<file path="src/verilog/scsi_stat_pkg.sv">
// constants and carrier types for the scsi status and table-indirect base block
package scsi_stat_pkg;
  // ==================================================
  // register byte offsets
  localparam logic [7:0] OFF_STATUS_ONE = 8'h0e;
  localparam logic [7:0] OFF_STATUS_TWO = 8'h0f;
  localparam logic [7:0] OFF_BASE_B0 = 8'h10;
  localparam logic [7:0] OFF_BASE_B1 = 8'h11;
  localparam logic [7:0] OFF_BASE_B2 = 8'h12;
  localparam logic [7:0] OFF_BASE_B3 = 8'h13;
  // ==================================================
  // field positions in scsi_status_one
  localparam int POS_FIFO_LOW = 4;
  localparam int POS_LOW_PARITY = 3;
  localparam int POS_MSG = 2;
  localparam int POS_CD = 1;
  localparam int POS_IO = 0;
  // ==================================================
  // field positions in scsi_status_two
  localparam int POS_IN_HIGH_FULL = 7;
  localparam int POS_BUF_HIGH_FULL = 6;
  localparam int POS_OUT_HIGH_FULL = 5;
  localparam int POS_FIFO_TOP = 4;
  localparam int POS_HIGH_PARITY = 3;
  localparam int POS_CABLE = 2;
  localparam int POS_LAST_DISC = 1;
  localparam int POS_LIVE_PARITY = 0;
  // ==================================================
  // sizes and reset values
  localparam int FIFO_DEPTH = 16;
  localparam int FIFO_AW = 4;
  localparam int WORD_W = 16;
  localparam logic [4:0] FIFO_FULL_COUNT = 5'h10;
  localparam logic [31:0] BASE_RESET = 32'h0000_0000;
  localparam logic LAST_DISC_RESET = 1'b1;
  localparam logic [7:0] RDATA_RESET = 8'h00;
  // ==================================================
  // carriers
  typedef struct packed {
    logic msg;
    logic cd;
    logic io;
  } phase_type;

  typedef struct packed {
    logic [15:0] data;
    logic wide;
  } word_type;
endpackage

</file>
<file path="src/verilog/pair_buffer.sv">
// two-entry valid/ready buffer
`timescale 1ns/1ps
module pair_buffer #(
  parameter int WIDTH = 16
) (
  input wire logic clk_sys_i,
  input wire logic rst_i,
  input wire logic in_valid_i,
  output logic in_ready_o,
  input wire logic [WIDTH-1:0] in_data_i,
  output logic out_valid_o,
  input wire logic out_ready_i,
  output logic [WIDTH-1:0] out_data_o
);
  logic [WIDTH-1:0] slot [2];
  logic [1:0] fill;
  logic rd_ptr;
  logic wr_ptr;
  logic push;
  logic pop;

  assign in_ready_o = (fill != 2'd2);
  assign out_valid_o = (fill != 2'd0);
  assign out_data_o = slot[rd_ptr];
  assign push = in_valid_i & in_ready_o;
  assign pop = out_valid_o & out_ready_i;

  always_ff @(posedge clk_sys_i or posedge rst_i) begin
    if (rst_i) begin
      fill <= 2'd0;
      rd_ptr <= 1'b0;
      wr_ptr <= 1'b0;
    end else begin
      if (push) begin
        wr_ptr <= ~wr_ptr;
      end
      if (pop) begin
        rd_ptr <= ~rd_ptr;
      end
      if (push && !pop) begin
        fill <= fill + 2'd1;
      end else if (pop && !push) begin
        fill <= fill - 2'd1;
      end
    end
  end

  always_ff @(posedge clk_sys_i) begin
    if (push) begin
      slot[wr_ptr] <= in_data_i;
    end
  end
endmodule

</file>
<file path="src/verilog/scsi_status_regs.sv">
// scsi status registers, data latches, sync fifo and table-indirect base
// What this block does
// five-bit fifo count split over both registers
// fifo count read live, unlatched
// low parity captured with low latch byte
// phase lines captured on request assert edge
// captured phase bit one when line active
// input latch high byte full flag
// holding buffer high byte full flag
// output latch high byte full flag
// sync sends via buffer, async direct
// high parity captured with high latch byte
// cable sense bit: zero differential, one single-ended
// last disconnect set while not connected
// cleared by block move while connected
// software: both set means earlier disconnect
// live high parity line shown unlatched
// 32-bit read/write table-indirect base
// base kept from host writes during memory-to-memory moves; script loads still apply
// script move or host may load base
// software loads base before use
// connected set on selection or response
// writes to status registers ignored
`timescale 1ns/1ps
module scsi_status_regs (
  input wire logic clk_sys_i,
  input wire logic rst_i,
  // register port
  input wire logic [7:0] reg_addr_i,
  input wire logic reg_rd_i,
  input wire logic reg_wr_i,
  input wire logic [7:0] reg_wdata_i,
  output logic [7:0] reg_rdata_o,
  // script engine
  input wire logic mem_move_active_i,
  input wire logic script_base_wr_i,
  input wire logic [31:0] script_base_data_i,
  output logic [31:0] table_indirect_base_o,
  input wire logic block_move_exec_i,
  input wire logic selection_done_i,
  input wire logic select_response_i,
  input wire logic bus_released_i,
  output logic connected_flag_o,
  // bus status lines, active low except the cable sense, which is one for single-ended
  input wire logic request_pin_n_i,
  input wire logic msg_n_i,
  input wire logic cd_n_i,
  input wire logic io_n_i,
  input wire logic parity_low_n_i,
  input wire logic parity_high_n_i,
  input wire logic single_ended_cable_i,
  // asynchronous receive into the input latch
  input wire logic async_in_strobe_i,
  input wire scsi_stat_pkg::word_type async_in_word_i,
  input wire logic in_latch_take_i,
  // synchronous receive into the fifo
  input wire logic sync_in_valid_i,
  output logic sync_in_ready_o,
  input wire logic [15:0] sync_in_data_i,
  output logic fifo_out_valid_o,
  input wire logic fifo_out_ready_i,
  output logic [15:0] fifo_out_data_o,
  // send path
  input wire logic sync_mode_i,
  input wire logic out_latch_load_i,
  input wire scsi_stat_pkg::word_type out_latch_word_i,
  output logic out_latch_ready_o,
  output logic bus_out_valid_o,
  output scsi_stat_pkg::word_type bus_out_word_o,
  input wire logic bus_out_take_i
);
  import scsi_stat_pkg::*;

  // ==================================================
  // declarations
  logic [15:0] fifo_mem [FIFO_DEPTH];
  logic [FIFO_AW-1:0] fifo_wr;
  logic [FIFO_AW-1:0] fifo_rd;
  logic [4:0] fifo_count;
  logic fifo_push;
  logic fifo_pop;
  logic buf_in_ready;
  logic request_prev;
  phase_type phase_latched;
  logic low_parity;
  logic high_parity;
  logic in_low_full;
  logic in_high_full;
  word_type in_latch;
  word_type out_latch;
  logic out_low_full;
  logic out_high_full;
  word_type hold_buf;
  logic hold_low_full;
  logic hold_high_full;
  logic out_to_hold;
  logic out_to_bus;
  logic hold_to_bus;
  logic connected;
  logic last_disc;
  logic [31:0] base;
  logic [7:0] status_one;
  logic [7:0] status_two;
  logic [7:0] next_rdata;

  // ==================================================
  // synchronous receive fifo
  assign sync_in_ready_o = (fifo_count != FIFO_FULL_COUNT);
  assign fifo_push = sync_in_valid_i & sync_in_ready_o;
  assign fifo_pop = (fifo_count != 5'h00) & buf_in_ready;

  always_ff @(posedge clk_sys_i or posedge rst_i) begin
    if (rst_i) begin
      fifo_wr <= '0;
      fifo_rd <= '0;
      fifo_count <= 5'h00;
    end else begin
      if (fifo_push) begin
        fifo_wr <= fifo_wr + 4'h1;
      end
      if (fifo_pop) begin
        fifo_rd <= fifo_rd + 4'h1;
      end
      if (fifo_push && !fifo_pop) begin
        fifo_count <= fifo_count + 5'h01;
      end else if (fifo_pop && !fifo_push) begin
        fifo_count <= fifo_count - 5'h01;
      end
    end
  end

  always_ff @(posedge clk_sys_i) begin
    if (fifo_push) begin
      fifo_mem[fifo_wr] <= sync_in_data_i;
    end
  end

  pair_buffer #(
    .WIDTH(WORD_W)
  ) u_fifo_out (
    .clk_sys_i(clk_sys_i),
    .rst_i(rst_i),
    .in_valid_i(fifo_count != 5'h00),
    .in_ready_o(buf_in_ready),
    .in_data_i(fifo_mem[fifo_rd]),
    .out_valid_o(fifo_out_valid_o),
    .out_ready_i(fifo_out_ready_i),
    .out_data_o(fifo_out_data_o)
  );

  // ==================================================
  // phase capture on request edge
  always_ff @(posedge clk_sys_i or posedge rst_i) begin
    if (rst_i) begin
      request_prev <= 1'b1;
      phase_latched <= '0;
    end else begin
      request_prev <= request_pin_n_i;
      if (request_prev && !request_pin_n_i) begin
        phase_latched <= '{msg: ~msg_n_i, cd: ~cd_n_i, io: ~io_n_i};
      end
    end
  end

  // ==================================================
  // asynchronous input latch
  always_ff @(posedge clk_sys_i or posedge rst_i) begin
    if (rst_i) begin
      in_latch <= '0;
      in_low_full <= 1'b0;
      in_high_full <= 1'b0;
      low_parity <= 1'b0;
      high_parity <= 1'b0;
    end else begin
      if (in_latch_take_i) begin
        in_low_full <= 1'b0;
        in_high_full <= 1'b0;
      end
      if (async_in_strobe_i) begin
        in_latch <= async_in_word_i;
        in_low_full <= 1'b1;
        low_parity <= ~parity_low_n_i;
        if (async_in_word_i.wide) begin
          in_high_full <= 1'b1;
          high_parity <= ~parity_high_n_i;
        end
      end
    end
  end

  // ==================================================
  // output latch and hidden holding buffer
  assign out_to_hold = sync_mode_i & out_low_full & ~hold_low_full;
  assign out_to_bus = ~sync_mode_i & out_low_full & bus_out_take_i;
  assign hold_to_bus = sync_mode_i & hold_low_full & bus_out_take_i;
  assign out_latch_ready_o = ~out_low_full;
  assign bus_out_valid_o = sync_mode_i ? hold_low_full : out_low_full;
  assign bus_out_word_o = sync_mode_i ? hold_buf : out_latch;

  always_ff @(posedge clk_sys_i or posedge rst_i) begin
    if (rst_i) begin
      out_latch <= '0;
      out_low_full <= 1'b0;
      out_high_full <= 1'b0;
    end else begin
      if (out_to_hold || out_to_bus) begin
        out_low_full <= 1'b0;
        out_high_full <= 1'b0;
      end
      if (out_latch_load_i && !out_low_full) begin
        out_latch <= out_latch_word_i;
        out_low_full <= 1'b1;
        out_high_full <= out_latch_word_i.wide;
      end
    end
  end

  always_ff @(posedge clk_sys_i or posedge rst_i) begin
    if (rst_i) begin
      hold_buf <= '0;
      hold_low_full <= 1'b0;
      hold_high_full <= 1'b0;
    end else begin
      if (hold_to_bus) begin
        hold_low_full <= 1'b0;
        hold_high_full <= 1'b0;
      end
      if (out_to_hold) begin
        hold_buf <= out_latch;
        hold_low_full <= 1'b1;
        hold_high_full <= out_latch.wide;
      end
    end
  end

  // ==================================================
  // connection state and last disconnect
  always_ff @(posedge clk_sys_i or posedge rst_i) begin
    if (rst_i) begin
      connected <= 1'b0;
    end else if (selection_done_i || select_response_i) begin
      connected <= 1'b1;
    end else if (bus_released_i) begin
      connected <= 1'b0;
    end
  end

  // both set at once tells software of an earlier disconnect R14
  always_ff @(posedge clk_sys_i or posedge rst_i) begin
    if (rst_i) begin
      last_disc <= LAST_DISC_RESET;
    end else if (!connected) begin
      last_disc <= 1'b1;
    end else if (block_move_exec_i) begin
      last_disc <= 1'b0;
    end
  end

  assign connected_flag_o = connected;

  // ==================================================
  // table-indirect base
  always_ff @(posedge clk_sys_i or posedge rst_i) begin
    if (rst_i) begin
      base <= BASE_RESET;
    end else if (script_base_wr_i) begin
      base <= script_base_data_i;
    end else if (reg_wr_i && !mem_move_active_i) begin
      unique case (reg_addr_i)
        OFF_BASE_B0: base[7:0] <= reg_wdata_i;
        OFF_BASE_B1: base[15:8] <= reg_wdata_i;
        OFF_BASE_B2: base[23:16] <= reg_wdata_i;
        OFF_BASE_B3: base[31:24] <= reg_wdata_i;
        default: base <= base;
      endcase
    end
  end

  assign table_indirect_base_o = base;

  // ==================================================
  // read path
  always_comb begin
    status_one = 8'h00;
    status_one[POS_FIFO_LOW +: 4] = fifo_count[3:0];
    status_one[POS_LOW_PARITY] = low_parity;
    status_one[POS_MSG] = phase_latched.msg;
    status_one[POS_CD] = phase_latched.cd;
    status_one[POS_IO] = phase_latched.io;
    status_two = 8'h00;
    status_two[POS_IN_HIGH_FULL] = in_high_full;
    status_two[POS_BUF_HIGH_FULL] = hold_high_full;
    status_two[POS_OUT_HIGH_FULL] = out_high_full;
    status_two[POS_FIFO_TOP] = fifo_count[4];
    status_two[POS_HIGH_PARITY] = high_parity;
    status_two[POS_CABLE] = single_ended_cable_i;
    status_two[POS_LAST_DISC] = last_disc;
    status_two[POS_LIVE_PARITY] = ~parity_high_n_i;
  end

  always_comb begin
    unique case (reg_addr_i)
      OFF_STATUS_ONE: next_rdata = status_one;
      OFF_STATUS_TWO: next_rdata = status_two;
      OFF_BASE_B0: next_rdata = base[7:0];
      OFF_BASE_B1: next_rdata = base[15:8];
      OFF_BASE_B2: next_rdata = base[23:16];
      OFF_BASE_B3: next_rdata = base[31:24];
      default: next_rdata = RDATA_RESET;
    endcase
  end

  always_ff @(posedge clk_sys_i or posedge rst_i) begin
    if (rst_i) begin
      reg_rdata_o <= RDATA_RESET;
    end else if (reg_rd_i) begin
      reg_rdata_o <= next_rdata;
    end
  end
endmodule

</file>
<file path="config.mk">
export PLATFORM = sky130hd
export DESIGN_NAME = scsi_status_regs
export DESIGN_NICKNAME = d
export VERILOG_FILES = /design/src/verilog/scsi_stat_pkg.sv /design/src/verilog/pair_buffer.sv /design/src/verilog/scsi_status_regs.sv
export SDC_FILE = /design/constraint.sdc
export NUM_CORES = 1
export LEC_CHECK = 0
export BUFFER_PORTS_ARGS = -buffer_cell sky130_fd_sc_hd__buf_2
export CORE_ASPECT_RATIO = 0.9
export CORE_UTILIZATION = 45
export CTS_BUF_LIST = sky130_fd_sc_hd__clkbuf_8 sky130_fd_sc_hd__clkbuf_16
export DETAILED_ROUTE_END_ITERATION = 16
export SLEW_MARGIN = 20
export SYNTH_ARGS = -nofsm -noshare
export SYNTH_HDL_FRONTEND = slang
export SYNTH_SLANG_ARGS = --single-unit
</file>
<file path="constraint.sdc">
create_clock -name clk_sys_i -period 6.38 [get_ports clk_sys_i]
set_clock_uncertainty 0.1 [all_clocks]
set_input_delay 1.276 -clock clk_sys_i [delete_from_list [all_inputs] [get_ports clk_sys_i]]
set_output_delay 1.276 -clock clk_sys_i [all_outputs]
set_load 0.01 [all_outputs]
</file>
After elaboration in Yosys (flattened, before gate mapping):

Memory sizes are Yosys's and may differ from the RTL's.
Index checks and enable logic that the tools add are counted.

* bits in registers: 104
* logic and storage cells: 126
* bits in latches: 0
* memory bits (writable): 288
* memory bits (read-only): 0
* memories: 2

Memory list
* fifo_mem: depth 16, width 16, read ports 1, clocked after memory_dff 0, wr ports 1, line scsi_status_regs.sv:76 `logic [15:0] fifo_mem [FIFO_DEPTH];`
* u_fifo_out.slot: depth 2, width 16, read ports 1, clocked after memory_dff 0, wr ports 1, line pair_buffer.sv:15 `logic [WIDTH-1:0] slot [2];`

* equality and inequality tests: 9
* $lt $le $gt $ge: 0
* multiply operators: 0
* div/mod/pow operators: 0
* reduce and logical (&&, ||, !) cells: 32
* multiplexer cells: 30
* bitwise operators: 19
* shifts and indexed selects: 0
* add/sub/neg operators: 6

Operators with widths (number)
* $mux 32: 2
* $pmux 8 s6: 1
* $eq 8x5->1 const B: 4
* $mux 8: 4
* $reduce_bool 2->1: 11
* $mux 1: 18
* $mux 17: 1
* $eq 8x4->1 const B: 2
* $mux 5: 2
* $not 1->1: 10
* $reduce_and 2->1: 5
* $and 1x1->1: 9
* $add 4x1->4 const B: 2
* $logic_and 1x1->1: 7
* $logic_not 1->1: 6
* $add 5x1->5 const B: 1
* $ne 5x5->1 const B: 1
* $reduce_bool 5->1: 1
* $sub 5x1->5 const B: 1
* $mux 2: 2
* $ne 2x2->1 const B: 2
* $add 2x1->2 const B: 1
* $logic_or 1x1->1: 2
* $sub 2x1->2 const B: 1

Depth between registers and ports, before layout:

Gate-level depths: netlist of run 1.

* depth after elaboration: 6
* gate-level depth with buffers: 10
* depth with buffers taken out: 10

Hierarchy:

A second synthesis of run 1 with hierarchy kept.

* cells, all modules: 897
* area total of the unflattened synthesis: 16092.9 um^2

By module, submodules not included
* scsi_status_regs: cells an instance 828, area each 14686.6 um^2, times used 1, seq. area each 10192.3 um^2
* pair_buffer: cells an instance 69, area each 1406.3 um^2, times used 1, seq. area each 1061.0 um^2

Least setup slack after synthesis of run 1:

OpenSTA, ideal clock, no wires.

* path type: input to register
* start point: input port sync_in_valid_i
* end point: memory fifo_mem[3][0] (enable)
* slack: 2.779 ns
* cell stages on the path: 3
* data arrival time: 3.092 ns
* data required time: 5.871 ns
* path buffers: 0
* cell sequence: a21boi_1 -> nand2_1 -> nor3_1

* cells in the longest elaborated chain, start to end: 3

Ends and longest elaborated chain
* start: declaration: line scsi_status_regs.sv:57 `input wire logic sync_in_valid_i,`
* $and 1x1->1: line scsi_status_regs.sv:109 `assign fifo_push = sync_in_valid_i & sync_in_ready_o;`
* $mux 1: line scsi_status_regs.sv:133 `if (fifo_push) begin`
* $mux 1 (not written as such): line scsi_status_regs.sv:134 `fifo_mem[fifo_wr] <= sync_in_data_i;`
* end: declaration: line scsi_status_regs.sv:76

No other way between the ends.

==> impl_metrics.csv, run 1 <==
group,metric,value,unit
logic_synthesis,synth_compound_area_share,5.279,%
timing,rsz0062_at_grt,"false",
clock_network,insertion_delay,530,ps
timing,worst-slew-pin-transition,1173,ps
logic_synthesis,yosysTopAreaCellShare,53.97,%
timing,tns,0,ps
worst_hold_path,worstHoldStart,"connected_flag_o",
clock_network,post_cts.repair.setup_buffers,0,
floorplanning,die_x,200.9,um
critical_path,crit_path_top_delay_cell,"buf_2",
logic_synthesis,seq_area_frac_synth,70.23,%
timing,drv_slew,0,
timing,maxSlewHeadroom,21.73,%
timing,finalSetupViolCount,0,
critical_path,start_kind,"primary input",
outcome,status,"finished, final reports clean",
power,p_per_area,434.5,mW/mm^2
worst_hold_path,hold_depth,1,
critical_path,cp.required,5000,ps
critical_path,r2r_start,"fifo_count[0]",
floorplanning,dieArea,0.03637,mm^2
floorplanning,die_height,181.0,um
timing,hold_viol,0,
detailed_routing,drtPass1Iterations,6,
logic_synthesis,synth_adder_area_share,0.9058,%
critical_path,r2r_slack,3180,ps
place,hpwl,21560,um
detailed_routing,ant_nets,0,
floorplanning,row_count,65,
detailed_routing,wirelength,34730,um
logic_synthesis,yosysUniqueCellTypes,48,
power,finalPower,8.163,mW
finish,final_nets,1208,
detailed_routing,drt-initial-drc-count,653,
place,dp_slack,2498,ps
clock_network,cts_made_buffers,42,
clock_network,cts_hold_buf,0,
floorplanning,core-area,0.03505,mm^2
timing,fin_ws,2737,ps
logic_synthesis,ys_top_cells_by_area,"edfxtp_1 (54%), dfrtp_1 (16%), mux4_2 (10%), mux2_2 (5.3%), a22oi_1 (1.9%)",
clock_network,cts_tree,"built",
critical_path,endpoint_kind,"output port",
worst_hold_path,hp-class,"reg2reg",
clock_network,cts.sinks,392,
finish,syn2layout_area_growth,17.26,%
logic_synthesis,synth_most_common_cell,"edfxtp_1",
global_routing,grt_pass1_vias,8784,
detailed_routing,viasPerCell,5.468,
floorplanning,io_pins,200,
critical_path,worstPathMaxFanout,24,
logic_synthesis,synthArstFlopShare,26.53,%
logic_synthesis,yosysWarnings,0,
global_routing,grt_overflow,0,
logic_synthesis,synth_flop_cell,"edfxtp_1",
detailed_routing,num_vias,8623,
critical_path,cp_cell_sequence,"buf_2, mux2_2, buf_2",
global_routing,grt_pass1_wl,53190,um
logic_synthesis,synth_xor_area_share,0.7653,%
logic_synthesis,synth_top_family_by_area,"multiplexers",
timing,max_freq,0.2745,GHz
logic_synthesis,synthMuxAreaShare,15.59,%
detailed_routing,drc,0,
worst_hold_path,hold_end,"last_disc",
detailed_routing,wl_per_cell,22.02,um
logic_synthesis,netlist_instances,874,
logic_synthesis,yosys.area_share.simple,5.091,%
critical_path,cpMostUsedCell,"buf_2",
logic_synthesis,syn_area,0.01602,mm^2
timing,period_share,57.10,%
clock_network,ctsResizeCount,0,
power,irDropWorstVdd,0.2561,mV
logic_synthesis,synth_edf_count,288,
place,placed_cell_area,0.01746,mm^2
critical_path,reg2reg_depth,8,
logic_synthesis,synth.avg_cell_area,18.33,um^2
finish,fillers,2818,
logic_synthesis,synthTopCellsByCount,"edfxtp_1 (288), dfrtp_1 (102), mux2_2 (75), mux4_2 (72), a22oi_1 (40)",
critical_path,cpPeakStageDelay,420,ps
finish,drive_gt1_share,41.10,%
clock_network,htreeDepth,2,
critical_path,reg2reg_to,"fifo_count[4]",
job,cap_violations,0,
clock_network,clk_pin_slew,60,ps
critical_path,crit_arrival,2270,ps
place,port_buffers,183,
global_routing,grt_max_degree,57,
place,gp_congestion,0.7720,
logic_synthesis,syn_nets,1007,
power,power.leakage,6.919,nW
finish,finish.instance_area,0.01879,mm^2
clock_network,cts-root-buf,"clkbuf_16",
logic_synthesis,ys_ff_latch,392,
timing,fin_crit,3643,ps
critical_path,crit_type,"in2out",
floorplanning,start_util,45.71,%
global_routing,antenna_found_initial,1,
logic_synthesis,yosysTopAreaCell,"edfxtp_1",
global_routing,grt.total_usage,19.28,%
clock_network,clock_path_buffers,3,
-- power by group --
group          internal, mW  total [mW]  switching [mW]
clock network          1.33        2.28           0.947
registers              3.32        3.67           0.352
logic                  1.06        2.21            1.15
total                  5.71        8.16            2.45
-- layout make-up --
class / count / area (um^2) / share of cell area (%)
antenna: 1 / 2.502 / 0.01332
clock buffer: 51 / 1209 / 6.433
clock inverter: 25 / 103.9 / 0.5527
inverter: 14 / 55.05 / 0.2930
multi-input combinational: 420 / 4492 / 23.91
sequential: 392 / 11260 / 59.92
tap: 469 / 586.8 / 3.123
timing repair buffer: 205 / 1081 / 5.754
-- cell usage in the layout (no fill, tap or decap), types with 22 or more instances in the layout --
master / n
buf_4: 22
nand2_1: 37
mux2_2: 75
mux4_2: 72
a22oi_1: 40
edfxtp_1: 288
dfrtp_1: 100
nor3b_1: 32
inv_1: 25
clkbuf_16: 45
buf_2: 183
-- registers in the layout, summed over array words and instances (netlist names), 2 cells and up --
signal,flops
out_latch,17
hold_buf,17
u_fifo_out.fill,2
fifo_mem,256
u_fifo_out.slot,32
fifo_rd,4
table_indirect_base_o,32
fifo_wr,4
reg_rdata_o,8
phase_latched,3
fifo_count,5
-- stage by stage --
stage / util, % / hold WS (ps) / cells
6_report: 53.60 / 377.1 / 1577
5_1_grt: 53.60 / 408.9 / 1577
3_3_place_gp: 49.81 / 350.4 / 1500
4_1_cts: 53.55 / 369.4 / 1576
3_5_place_dp: 49.81 / 344.6 / 1500
2_1_floorplan: - / 343.8 / 874
-- logic make-up (layout without fill, tap and decap cells) --
group	Yosys count	in the layout
and+or+nand+nor	136	136
adders and majority gates	11	11
DFF	392	392
AOI/OAI and AO/OA	109	109
other	0	1
buffers and inverters	62	295
muxes	150	150
xor gates and xnor gates	14	14
-- metal layers --
metal  global-route usage, %  vias up  wire length [um]
met5                       0        -                 0
li1                        -     3906                 -
met1                   27.46     4417             15520
met2                   30.60      250             16380
met3                   3.788       50              2224
met4                   4.824        0               599
-- worst max-delay path, delay by kind of cell --
family / cells / cell delay, ps
mux: 1 / 410
buf+inv: 2 / 570
-- worst max-delay path by stage --
stage,startpoint,endpoint,slack (ps),cells after the start
2_1_floorplan,rst_i,connected_flag_o,2280,1
3_3_place_gp,sync_in_valid_i,fifo_count[4],2450,8
3_5_place_dp,sync_in_valid_i,fifo_count[4],2500,8
4_1_cts,sync_mode_i,bus_out_word_o[14],2710,3
5_1_grt,sync_mode_i,bus_out_valid_o,2670,4
6_report,sync_mode_i,bus_out_word_o[14],2740,3
No activity file was read; power rests on OpenSTA's default activity.
==> run 2: changes to the inputs <==
ABC_AREA = 1   (was not set)
clock period = 3.53 ns   (was 6.38 ns; I/O delays follow)
==> run 2 against run 1 <==
  * Synthesized cell count increased by 73%
  * Hold slack worse by 330 ps
  * Count of clock-buffer cells in the layout decreased by 6
  * Critical endpoint is now fifo_count[4]
==> impl_metrics.csv, run 2 <==
group,metric,value,unit
clock_network,cts-root-buf,"clkbuf_16",
critical_path,cpMostUsedCell,"nand2_1",
logic_synthesis,synthTopCellsByCount,"edfxtp_1 (288), nand2_1 (278), nor2_1 (173), o21ai_0 (115), o21ai_1 (108)",
critical_path,start_kind,"flop",
logic_synthesis,ys_top_cells_by_area,"edfxtp_1 (52%), dfrtp_1 (15%), nand2_1 (6.3%), nor2_1 (3.9%), o21ai_0 (3.5%)",
global_routing,grt_pass1_wl,62060,um
clock_network,cts_made_buffers,42,
timing,worst-slew-pin-transition,944.9,ps
clock_network,cts.sinks,392,
clock_network,cts_tree,"built",
logic_synthesis,yosysWarnings,0,
place,dp_slack,517.8,ps
detailed_routing,drt-initial-drc-count,914,
logic_synthesis,synth_edf_count,288,
floorplanning,die_x,204.3,um
global_routing,grt_overflow,0,
global_routing,grt_max_degree,74,
clock_network,post_cts.repair.setup_buffers,0,
power,irDropWorstVdd,0.3593,mV
power,p_per_area,790.1,mW/mm^2
logic_synthesis,ys_ff_latch,392,
critical_path,crit_type,"reg2reg",
detailed_routing,drtPass1Iterations,5,
clock_network,clock_path_buffers,3,
finish,largest_reg_flops,256,
clock_network,htreeDepth,2,
floorplanning,core-area,0.03625,mm^2
detailed_routing,num_vias,11645,
place,hpwl,24920,um
finish,drive_gt1_share,21.55,%
timing,holdWs,45.78,ps
clock_network,clk_pin_slew,60,ps
detailed_routing,viasPerCell,5.286,
timing,fin_ws,477.3,ps
logic_synthesis,seq_area_frac_synth,67.88,%
timing,finalSetupViolCount,0,
logic_synthesis,synth.avg_cell_area,10.99,um^2
global_routing,grt_pass1_vias,11066,
critical_path,cp.buffers_inverters,2,
detailed_routing,ant_nets,0,
logic_synthesis,netlist_instances,1508,
critical_path,crit_path_top_delay_cell,"nor4_1",
global_routing,grt.total_usage,21.58,%
critical_path,cp_cell_sequence,"nor4_1, nand2_1, nand2_1, inv_2, ha_1, inv_1, ha_1, nand2_1, nand2_1, a21oi_1, xor2_1, nand2_1, o21ai_1",
finish,final_core_util,53.52,%
floorplanning,die_height,184.1,um
power,power.leakage,7.714,nW
floorplanning,row_count,66,
timing,drv_slew,0,
logic_synthesis,syn_area,0.01658,mm^2
floorplanning,start_util,45.73,%
outcome,status,"finished, final reports clean",
timing,max_freq,0.3276,GHz
worst_hold_path,hp-class,"in2async",
critical_path,endpoint_kind,"flop",
logic_synthesis,synthArstFlopShare,26.53,%
timing,period_share,86.48,%
finish,syn2layout_area_growth,17.04,%
clock_network,insertion_delay,560,ps
critical_path,crit_arrival,3430,ps
logic_synthesis,yosysTopAreaCell,"edfxtp_1",
timing,tns,0,ps
global_routing,antenna_found_initial,2,
finish,top_register,"fifo_mem",
timing,maxSlewHeadroom,36.94,%
critical_path,worstPathMaxFanout,11,
timing,rsz0062_at_grt,"false",
logic_synthesis,syn_nets,1641,
detailed_routing,wirelength,40250,um
logic_synthesis,yosysTopAreaCellShare,52.17,%
finish,final_nets,1827,
critical_path,cpPeakStageDelay,530,ps
finish,final_common_cell,"edfxtp_1",
job,cap_violations,0,
clock_network,ctsResizeCount,0,
detailed_routing,drc,0,
finish,layout_common_cells,"edfxtp_1 (288), nand2_1 (278), buf_2 (183)",
timing,hold_viol,0,
critical_path,crit_family,"simple AND/OR/NAND/NOR gates",
logic_synthesis,yosysUniqueCellTypes,29,
place,gp_congestion,0.8221,
floorplanning,io_pins,200,
floorplanning,dieArea,0.03761,mm^2
logic_synthesis,synth_flop_cell,"edfxtp_1",
timing,fin_crit,3053,ps
place,port_buffers,183,
detailed_routing,wl_per_cell,18.27,um
logic_synthesis,synth_most_common_cell,"edfxtp_1",
clock_network,cts_hold_buf,0,
critical_path,cp.required,3900,ps
==> run 2: cell count changes after synthesis, sizes merged, moves of 72 or more <==
cell	before	now
nand2	37	279
o21ai	16	224
nor2	27	229
nand3	1	86
mux2	76	0
mux4	72	0
==> run 2: power breakdown <==
| part | internal [mW] | total, mW | leakage [nW] | switching, mW |
|---|---|---|---|---|
| sequential | 5.95 | 6.33 | 3.91 | 0.378 |
| combinational | 1.56 | 4.86 | 3.13 | 3.30 |
| clock | 2.37 | 4.14 | 0.678 | 1.77 |
==> run 2: logic make-up (layout without fill, tap and decap cells) <==
group	after synthesis	after routing	share of synthesized area, %
flip-flops	392	392	67.88
XOR/XNOR	10	10	0.5283
other	0	1	0
buffers and inverters	158	376	4.234
adder cells (fa/ha/maj)	11	11	0.8755
AND/OR/NAND/NOR	611	611	15.63
AO/OA/AOI/OAI	326	326	10.85
==> run 2: per-layer routing <==
layer / wire (um) / GRT usage (%) / vias to the layer above
met5: 0 / 0 / -
met1: 18710 / 31.16 / 5668
li1: - / - / 5609
met4: 1056 / 6.925 / 0
met2: 18650 / 33.68 / 290
met3: 1831 / 3.006 / 78
==> run 2: stage by stage <==
stage          cell area [um^2]  total power [mW]  cells
2_1_floorplan             16580             9.659   1508
3_3_place_gp              18110             11.21   2126
3_5_place_dp              18110             11.31   2126
4_1_cts                   19400             15.45   2202
5_1_grt                   19400             16.27   2203
6_report                  19400             15.33   2203
==> run 2: area by class of cell <==
type | count | area, um^2
Antenna cell | 1 | 2.502
Timing Repair Buffer | 223 | 1254
Clock buffer | 45 | 1092
Multi-Input combinational cell | 958 | 4703
Sequential cell | 392 | 11260
Tap cell | 476 | 595.6
Clock inverter | 31 | 200.2
Fill cell | 3169 | 16850
Inverter | 77 | 295.3
==> run 2: final timing paths <==
kind	from	endpoint	slack [ps]	depth (start not counted)
worst min register to register	connected_flag_o	last_disc	360	1
worst max register to register	fifo_count[0]	fifo_count[4]	480	13
min in group clk_sys_i	request_pin_n_i	request_prev	190	1
worst max-delay path	fifo_count[0]	fifo_count[4]	480	13
max in group asynchronous	rst_i	request_prev	2580	3
worst min-delay path	rst_i	out_latch[16]	50	2
==> run 2: worst reg2reg max path: stages (launching register included) <==
cell and delay [ps]:
dfrtp_1 450, nor4_1 530, nand2_1 130, nand2_1 400, inv_2 140, ha_1 250, inv_1 140, ha_1 280
nand2_1 90, nand2_1 50, a21oi_1 150, xor2_1 160, nand2_1 60, o21ai_1 70
==> run 3: changes to the inputs <==
CELL_PAD_IN_SITES_DETAIL_PLACEMENT = 2   (was not set)
CELL_PAD_IN_SITES_GLOBAL_PLACEMENT = 2   (was not set)
CORE_UTILIZATION = 38   (was 45)
PLACE_DENSITY_LB_ADDON = 0.1   (was not set)
REMOVE_ABC_BUFFERS = 1   (was not set)
==> run 3 against run 2 <==
  * Non-clock buffer count fell by 6
  * Sequential share of layout area fell by 0.52 points
  * Sequential cell count did not move
  * Hold slack improved by 28 ps
  * Clock power rose by 7.5%
  * Routed wire length rose by 30%
  * Count of clock-buffer cells in the layout fell by 1
  * Combinational power rose by 3%
  * Fmax fell by 2.0%
  * First-iteration DRC count fell by 33%
==> impl_metrics.csv, run 3 (synthesis gave the netlist of run 2 again) <==
group,metric,value,unit
critical_path,reg2reg_to,"fifo_count[4]",
global_routing,grt_overflow,0,
critical_path,crit_start,"u_fifo_out.rd_ptr",
detailed_routing,drt-initial-drc-count,616,
floorplanning,dieArea,0.04447,mm^2
place,port_buffers,183,
timing,tns,0,ps
timing,rsz0062_at_grt,"false",
power,finalPower,16.01,mW
clock_network,ctsResizeCount,0,
clock_network,cts_tree,"built",
place,hpwl,32740,um
worst_hold_path,hp-class,"in2async",
finish,drive_gt1_share,21.52,%
finish,syn2layout_area_growth,18.10,%
detailed_routing,drc,0,
critical_path,r2r_start,"fifo_count[0]",
clock_network,cts.sinks,392,
finish,top_register,"fifo_mem",
timing,maxSlewHeadroom,25.57,%
global_routing,grt_max_degree,96,
floorplanning,start_util,38.58,%
clock_network,cts_made_buffers,43,
timing,fin_crit,3115,ps
power,p_per_area,817.6,mW/mm^2
floorplanning,die_x,222.2,um
detailed_routing,viasPerCell,5.318,
critical_path,reg2reg_depth,13,
detailed_routing,num_vias,12130,
detailed_routing,ant_nets,0,
finish,finish.instance_area,0.01958,mm^2
power,irDropWorstVdd,0.3324,mV
detailed_routing,wirelength,52250,um
timing,finalSetupViolCount,0,
finish,final_core_util,45.56,%
clock_network,clock_path_buffers,3,
timing,hold_viol,0,
critical_path,endpoint_kind,"output port",
outcome,status,"finished, final reports clean",
critical_path,crit_arrival,2310,ps
critical_path,r2r_slack,510,ps
critical_path,crit_type,"reg2out",
finish,largest_reg_flops,256,
detailed_routing,wl_per_cell,22.91,um
timing,worst-slew-pin-transition,1115,ps
clock_network,clk_pin_slew,60,ps
finish,layout_common_cells,"edfxtp_1 (288), nand2_1 (278), buf_2 (183)",
clock_network,insertion_delay,580,ps
timing,drv_slew,0,
finish,fillers,4479,
floorplanning,die_height,200.2,um
clock_network,cts_hold_buf,0,
critical_path,cp.required,2720,ps
finish,final_common_cell,"edfxtp_1",
global_routing,grt.total_usage,23.85,%
job,cap_violations,0,
clock_network,post_cts.repair.setup_buffers,0,
detailed_routing,drtPass1Iterations,4,
global_routing,grt_pass1_vias,13319,
finish,seqCellArea,0.01126,mm^2
place,gp_congestion,0.7511,
finish,final_nets,1822,
floorplanning,row_count,72,
clock_network,htreeDepth,2,
critical_path,worstPathMaxFanout,17,
global_routing,antenna_found_initial,3,
timing,max_freq,0.3210,GHz
clock_network,cts-root-buf,"clkbuf_16",
place,placed_cell_area,0.01819,mm^2
floorplanning,io_pins,200,
timing,period_share,88.24,%
power,power.leakage,7.734,nW
global_routing,grt_pass1_wl,80610,um
critical_path,start_kind,"flop",
floorplanning,core-area,0.04297,mm^2
finish,multi_input_area,0.004712,mm^2
-- run 3: changes by cell type in the layout (fill, tap and decap cells not counted), moves of 2 or more --
cell       change
clkbuf_16      +2
clkbuf_8       -3
buf_12         +2
clkinv_1       +2
buf_4          -8
inv_1          -2
clkinv_2       +2
bufinv_16      +2
-- run 3: how the worst max path moves through the flow --
stage | end | slack, ps | cells past startpoint
finish | fifo_out_data_o[1] | 420 | 4
global placement | fifo_count[4] | 590 | 13
floorplan | u_fifo_out.slot[0][14] | -1070 | 7
CTS | fifo_out_data_o[1] | 310 | 4
global route | fifo_count[4] | 260 | 13
detailed placement | fifo_count[4] | 520 | 13
-- run 3: worst max-delay path, stage by stage (launching register included) --
cell	delay [ps]
dfrtp_1	360
clkinv_1	740
nand2_1	300
nand2_1	150
buf_2	170
-- run 3: area by class of cell --
| cell class | instances | share of cell area, % |
|---|---|---|
| Sequential cell | 392 | 57.52 |
| Clock buffer | 44 | 5.624 |
| Inverter | 77 | 1.502 |
| Clock inverter | 36 | 1.419 |
| Tap cell | 555 | 3.547 |
| Timing Repair Buffer | 217 | 6.301 |
| Antenna cell | 2 | 0.02556 |
| Multi-Input combinational cell | 958 | 24.07 |
-- run 3: routing by layer --
layer / global-route usage [%] / up-vias / wire, um
li1: - / 5609 / -
met2: 40.71 / 219 / 26250
met1: 30.89 / 6230 / 22610
met3: 4.782 / 70 / 2270
met5: 0 / - / 17
met4: 6.324 / 2 / 1108
-- run 3: per-stage QoR --
step | hold slack (ps) | std cells | setup WS, ps
2_1_floorplan | 345.8 | 1427 | -1066
3_3_place_gp | 334.2 | 2199 | 587.9
3_5_place_dp | 352.9 | 2199 | 520.2
4_1_cts | 57.13 | 2279 | 313.5
5_1_grt | 88.36 | 2280 | 258.8
6_report | 73.94 | 2281 | 415.2
-- run 3: report_power, final --
| group | switching (mW) | internal, mW | leakage [nW] |
|---|---|---|---|
| sequential | 0.609 | 5.95 | 3.91 |
| combinational | 3.43 | 1.56 | 3.12 |
| clock | 1.89 | 2.56 | 0.709 |
| total | 5.93 | 10.1 | 7.73 |
